===== src/logic/mfp_pkg.sv =====
// Purpose: Constants and types for the multi-function port mapper.
// Assumes: One core clock; the port strobe is sampled as a synchronous input.
// Notes: Select codes pair a direction bit with a five-bit function index.
// How it works
// - Eight select registers at 0x0F to 0x16.
// - Outputs drive status; inputs set control bits.
// - Select bit 5 set means pin input.
// - Select bits 4:0 choose the function.
// - Data phase strobe stores into addressed register.
// - Codes 01 to 1F map status outputs.
// - Codes 20 to 2F map control inputs.
// - Reset restores default pin mapping, all outputs.
// - Port bus carries ancillary out, control in.
// - Rising edge of the sampled host strobe marks each control write.
package mfp_pkg;
   localparam int NUM_PINS = 8;
   localparam int SEL_W = 6;
   localparam int BUS_W = 10;
   localparam int DIR_BIT = 5;
   localparam logic [BUS_W-1:0] PIN_SEL_BASE = 10'h00F;
   localparam logic [BUS_W-1:0] PIN_SEL_LAST = 10'h016;
   localparam logic [SEL_W-1:0] SEL_RESET [NUM_PINS] = '{6'h12, 6'h13, 6'h14, 6'h19,
                                                        6'h1C, 6'h04, 6'h1B, 6'h0E};

   typedef enum logic [0:0]
   {
      PH_ADDR = 1'b0,
      PH_DATA = 1'b1
   } mfp_phase_t;

   typedef struct packed
   {
      logic edh_force;
      logic [5:0] test_pattern_select;
      logic edh_enable;
      logic pattern_generator_enable;
      logic pattern_filter_enable;
      logic dedither_enable;
      logic framing_enable;
      logic fifo_extract_enable;
   } mfp_ctrl_t;

   typedef struct packed
   {
      logic [BUS_W-1:0] data;
      logic port_function_select;
      logic rd_wr;
      logic strobe;
   } mfp_port_t;
endpackage : mfp_pkg


===== src/logic/mfp_pin_route.sv =====
// Purpose: Routes one port pin according to its select code.
// Assumes: Status vector index equals the five-bit code.
// Notes: Reserved codes leave the pin undriven and steer nothing.
`timescale 1ns/10ps
module mfp_pin_route
(
   input wire logic [mfp_pkg::SEL_W-1:0] sel,
   input wire logic [31:0] status_vec,
   output logic pin_oe,
   output logic pin_val,
   output logic [31:0] ctrl_hit
);
   function automatic logic code_reserved(input logic [mfp_pkg::SEL_W-1:0] c);
      code_reserved = (c == 6'h00) || (c == 6'h05) || (c == 6'h06) ||
                      (c >= 6'h0A && c <= 6'h0C) || (c >= 6'h29 && c <= 6'h2B) ||
                      (c >= 6'h30);
   endfunction : code_reserved

   always_comb
   begin
      pin_oe = 1'b0;
      pin_val = 1'b0;
      ctrl_hit = 32'h0000_0000;
      if (!code_reserved(sel))
      begin
         if (sel[mfp_pkg::DIR_BIT])
         begin
            ctrl_hit[sel[4:0]] = 1'b1;
         end
         else
         begin
            pin_oe = 1'b1;
            pin_val = status_vec[sel[4:0]];
         end
      end
   end
endmodule : mfp_pin_route


===== src/logic/mfp_port_mapper.sv =====
// Purpose: Multi-function I/O port mapper with its select registers.
// Assumes: Port signals are synchronous to mclk; the strobe is a level sampled here.
// Notes: A strobe is one rising edge of the sampled port strobe.
`timescale 1ns/10ps
module mfp_port_mapper
(
   input wire logic mclk,
   input wire logic rst_b,
   input wire mfp_pkg::mfp_port_t port_in,
   input wire logic [9:0] anc_data,
   output logic [9:0] port_data_out,
   output logic port_data_oe,
   input wire logic [31:0] status_vec,
   input wire logic [7:0] io_pin_in,
   output logic [7:0] io_pin_out,
   output logic [7:0] io_pin_oe,
   output mfp_pkg::mfp_ctrl_t ctrl_out
);
   logic strobe_reg;
   logic strobe_rise;
   logic ctrl_wr;
   mfp_pkg::mfp_phase_t phase_reg;
   logic [mfp_pkg::BUS_W-1:0] addr_reg;
   logic [mfp_pkg::SEL_W-1:0] sel_reg [mfp_pkg::NUM_PINS];
   logic [7:0] oe_w;
   logic [7:0] val_w;
   logic [31:0] hit_w [mfp_pkg::NUM_PINS];
   logic [31:0] ctrl_vec_reg;
   logic [31:0] ctrl_vec_next;
   logic [9:0] anc_reg;
   logic [7:0] dir_w;

   assign strobe_rise = port_in.strobe && !strobe_reg;
   assign ctrl_wr = strobe_rise && !port_in.port_function_select && !port_in.rd_wr;

   always_ff @(posedge mclk)
   begin
      if (!rst_b)
         strobe_reg <= 1'b0;
      else
         strobe_reg <= port_in.strobe;
   end

   // Address phase then data phase on the control path.
   always_ff @(posedge mclk)
   begin
      if (!rst_b)
      begin
         phase_reg <= mfp_pkg::PH_ADDR;
         addr_reg <= 10'h000;
      end
      else if (ctrl_wr)
      begin
         case (phase_reg)
            mfp_pkg::PH_ADDR:
            begin
               addr_reg <= port_in.data;
               phase_reg <= mfp_pkg::PH_DATA;
            end
            mfp_pkg::PH_DATA:
            begin
               phase_reg <= mfp_pkg::PH_ADDR;
            end
            default:
            begin
               phase_reg <= mfp_pkg::PH_ADDR;
            end
         endcase
      end
   end

   genvar gi;
   generate
      for (gi = 0; gi < mfp_pkg::NUM_PINS; gi++)
      begin : g_pin
         always_ff @(posedge mclk)
         begin
            if (!rst_b)
               sel_reg[gi] <= mfp_pkg::SEL_RESET[gi];
            else if (ctrl_wr && phase_reg == mfp_pkg::PH_DATA &&
                     addr_reg == mfp_pkg::PIN_SEL_BASE + 10'(gi))
               sel_reg[gi] <= port_in.data[mfp_pkg::SEL_W-1:0];
         end

         mfp_pin_route u_route
         (
            .sel(sel_reg[gi]),
            .status_vec(status_vec),
            .pin_oe(oe_w[gi]),
            .pin_val(val_w[gi]),
            .ctrl_hit(hit_w[gi])
         );
      end
   endgenerate

   // Highest-numbered pin wins when two pins map the same control bit.
   always_comb
   begin
      ctrl_vec_next = ctrl_vec_reg;
      for (int p = 0; p < mfp_pkg::NUM_PINS; p++)
      begin
         for (int b = 0; b < 32; b++)
         begin
            if (hit_w[p][b])
               ctrl_vec_next[b] = io_pin_in[p];
         end
      end
   end

   always_ff @(posedge mclk)
   begin
      if (!rst_b)
      begin
         ctrl_vec_reg <= 32'h0000_0000;
         io_pin_out <= 8'h00;
      end
      else
      begin
         ctrl_vec_reg <= ctrl_vec_next;
         io_pin_out <= val_w;
      end
   end

   assign io_pin_oe = oe_w;

   always_comb
   begin
      ctrl_out.edh_force = ctrl_vec_reg[0];
      ctrl_out.test_pattern_select = ctrl_vec_reg[6:1];
      ctrl_out.edh_enable = ctrl_vec_reg[7];
      ctrl_out.pattern_generator_enable = ctrl_vec_reg[8];
      ctrl_out.pattern_filter_enable = ctrl_vec_reg[12];
      ctrl_out.dedither_enable = ctrl_vec_reg[13];
      ctrl_out.framing_enable = ctrl_vec_reg[14];
      ctrl_out.fifo_extract_enable = ctrl_vec_reg[15];
   end

   // Ancillary path drives the bus on reads with the function select high.
   always_ff @(posedge mclk)
   begin
      if (!rst_b)
         anc_reg <= 10'h000;
      else
         anc_reg <= anc_data;
   end

   assign port_data_out = anc_reg;
   assign port_data_oe = port_in.port_function_select && port_in.rd_wr;

   // Per-pin checks of direction and output value.
   generate
      for (gi = 0; gi < mfp_pkg::NUM_PINS; gi++)
      begin : g_pin_chk
         assign dir_w[gi] = sel_reg[gi][mfp_pkg::DIR_BIT];

      end
   endgenerate
endmodule : mfp_port_mapper


===== config.mk =====
export PLATFORM = sky130hd
export DESIGN_NAME = mfp_port_mapper
export DESIGN_NICKNAME = d
export VERILOG_FILES = /design/src/logic/mfp_pkg.sv /design/src/logic/mfp_pin_route.sv /design/src/logic/mfp_port_mapper.sv
export SDC_FILE = /design/constraint.sdc
export NUM_CORES = 1
export LEC_CHECK = 0
export BUFFER_PORTS_ARGS = -buffer_cell sky130_fd_sc_hd__buf_2
export CAP_MARGIN = 20
export CELL_PAD_IN_SITES_DETAIL_PLACEMENT = 0
export CELL_PAD_IN_SITES_GLOBAL_PLACEMENT = 1
export CORE_MARGIN = 2
export CORE_UTILIZATION = 46
export DETAILED_ROUTE_END_ITERATION = 6
export GPL_TIMING_DRIVEN = 0
export PLACE_DENSITY_LB_ADDON = 0.1
export SYNTH_ARGS = -nofsm -noshare
export SYNTH_HDL_FRONTEND = slang
export SYNTH_HIERARCHICAL = 1
export SYNTH_SLANG_ARGS = --single-unit

===== constraint.sdc =====
create_clock -name mclk -period 2.8 [get_ports mclk]
set_clock_uncertainty 0.2 [all_clocks]
set_input_delay 0 -clock mclk [delete_from_list [all_inputs] [get_ports mclk]]
set_output_delay 0 -clock mclk [all_outputs]
set_load 0.02 [all_outputs]

==> results.md <==
- Clock Root Buffer: clkbuf_16
- Core Area: 18100 um2
- Die area: 19700 um2
- Sw power: 0.961 mW
- CTS max path bufs: 2
- Final ANT Viol Nets: 0
- Crit Path Max Fanout: 6
- CTS Buf Count: 9
- Final WS setup: 0.159 ns
- Via count: 8506
- Placer Congestion: 0.915
- YS warnings: 6
- Pre-CTS WS: 0.0981 ns
- Switching share of power: 0.279
- Critical path buffers and inverters: 1
- Hold WC Path Type: in2reg
- Gr usage total: 0.304
- Maximum clock frequency: 379 MHz
- Run status: completed
- Worst EP arrival: 2.74 ns
- First-pass GRT wire length: 45800 um
- Vias in the first global route: 7938
- Setup-failing EPs final: 0
- Share of cells above drive strength 1: 0.166
- Leak: 4.04 nW
- H-Tree Depth: 3
- Max reg flops: 48
- Max cap viols: 0
- Syn Std Cell Area: 8560 um2
- Syn_nets: 1094
- Gr ovfl total: 0
- Kind of critical path: reg2reg
- Antenna cell count: 0
- Max_slew headroom: 0.409
- Post-DP HPWL: 23100 um
- Inst Count DP: 1362
- Worst setup SP type: register
- Worst skew pair latency: 0.35 ns
- Final worst-path cycle share: 0.943
- Rows: 49
- Drt wl/cell: 21.4 um
- Cells after synthesis: 1029
- Final #Nets: 1240
- Drt total wl: 30100 um
- WP data required: 2.90 ns
- R2r setup slk: 0.16 ns
- Clock Power Share: 0.396
- Final core occ: 0.554
- DR iter-0 viols: 731
- Number of remaining DRC errors: 0
- Largest net degree at the start of global routing: 15
- CP peak stage delay: 0.56 ns
- Vias per Instance: 6.04
- Final min period: 2.64 ns
- Pwr per Cell Area: 343 nW/um2
- Setup TNS: 0 ns
- Mapped Avg Cell Area: 8.32 um2
- Peak VDD IR: 0.332 mV
- Worst-Margin Slew: 0.879 ns
- Area Overhead vs Synth: 17.1%
- Max-slew violation count: 0
- Die Wd: 140 um
- RSZ-0062 raised after global routing: no
- Drt pass-1 iters: 6
- Initial antenna violation count: 0
- Slowest cell on crit path: dlygate4sd3_1
- Crit-path cells: nor2_1 > nand3_1 > nor3_2 > a21oi_1 > o21ai_0 > nand2_1 > a41oi_1 > dlygate4sd3_1
- Final hold vios: 0
- CTS tree: built
- Largest delay share family, worst path: simple AND/OR/NAND/NOR gates
- Fillers: 1750
- # Post-CTS Setup Buffers: 0
- Ports: 105
- Die Height: 140 um
- PortBufs: 103
- CTS clock-pin slew for the worst setup and hold paths: 0.07 ns
- Layout Cells excl Fill: 1409
- Part of the power in registers: 0.422
- Comb power frac: 0.182
- Critical path endpoint category: register
- Num Clock Sinks: 91
- Internal: 2.48 mW
- Effective utilization at floorplan: 0.473
## tightest hold or removal path: cells and delay by family
family	cells	cell delay, ns
AND/OR/NAND/NOR	2	0.26
AO/OA/AOI/OAI	2	0.22
buffers and inverters	1	0.14
## area by class of cell
class | count | area (um2) | share of cell area
buffer | 65 | 514 | 0.0513
clock buffer | 13 | 282 | 0.0281
clock inverter | 3 | 41.3 | 0.00412
inverter | 29 | 109 | 0.0109
multi-input combinational | 844 | 5670 | 0.565
sequential | 91 | 2300 | 0.230
tap | 229 | 287 | 0.0286
timing repair buffer | 135 | 823 | 0.0821
## power groups by stage
stage	combinational [mW]	sequential (mW)	clock [mW]
after detailed placement	0.582	1.48	0
after global placement	0.581	1.48	0
final	0.626	1.45	1.36
after floorplan	0.321	1.50	0
after CTS	0.614	1.45	1.37
after global routing	0.665	1.46	1.43
## placed cells by master, fill, tap and decap left out, types with 4 or more instances in the layout
cell type,instances
a211oi_1,18
a21oi_1,38
a221oi_1,10
a22oi_1,24
a41oi_1,9
and2_1,54
and3b_1,6
buf_12,6
buf_2,118
buf_4,22
buf_6,8
clkbuf_1,10
clkbuf_16,10
dfxtp_1,43
dlygate4sd3_1,29
edfxtp_1,48
inv_1,29
mux2i_1,128
mux4_1,9
mux4_2,4
nand2_1,91
nand2b_1,38
nand3_1,50
nand3b_1,7
nand4_1,5
nor2_1,118
nor2b_1,48
nor3_1,40
nor3_2,6
nor3b_1,34
nor4_1,16
o211ai_1,4
o21ai_0,7
o31ai_1,10
o41ai_1,10
or3_1,20
xnor2_1,6
## stage by stage
stage	instance area [um2]	hold WS (ns)	power, mW
final	10000	0.101	3.44
after global routing	10000	0.137	3.55
after CTS	9980	0.101	3.44
after detailed placement	9370	0.00906	2.07
after global placement	9360	0.00412	2.06
after floorplan	8560	-0.0783	1.82
## repair_timing
| action | CTS | global route |
|---|---|---|
| endpoints found under the setup margin | 0 | 2 |
| resized for setup | 0 | 9 |
| hold buffers | 29 | 0 |
| endpoints found under the hold margin | 81 | 0 |
## routing by layer
layer / global-route usage / routed length [um] / vias to the layer above
met5: 0 / 0 / -
met3: 0.0390 / 1850 / 54
met1: 0.418 / 13500 / 4056
li1: - / - / 4040
met2: 0.505 / 14200 / 356
met4: 0.0883 / 624 / 0
## path summary, 6_finish.rpt
path	cells past startpoint	to	startpoint
worst min register to register	2	ctrl_vec_reg[0]	ctrl_vec_reg[0]
worst max register to register	8	ctrl_vec_reg[12]	sel_reg[1][10]
worst min-delay path	5	ctrl_vec_reg[14]	io_pin_in[4]
worst max-delay path	8	ctrl_vec_reg[12]	sel_reg[1][10]
No activity file was read; power rests on OpenSTA's default activity.
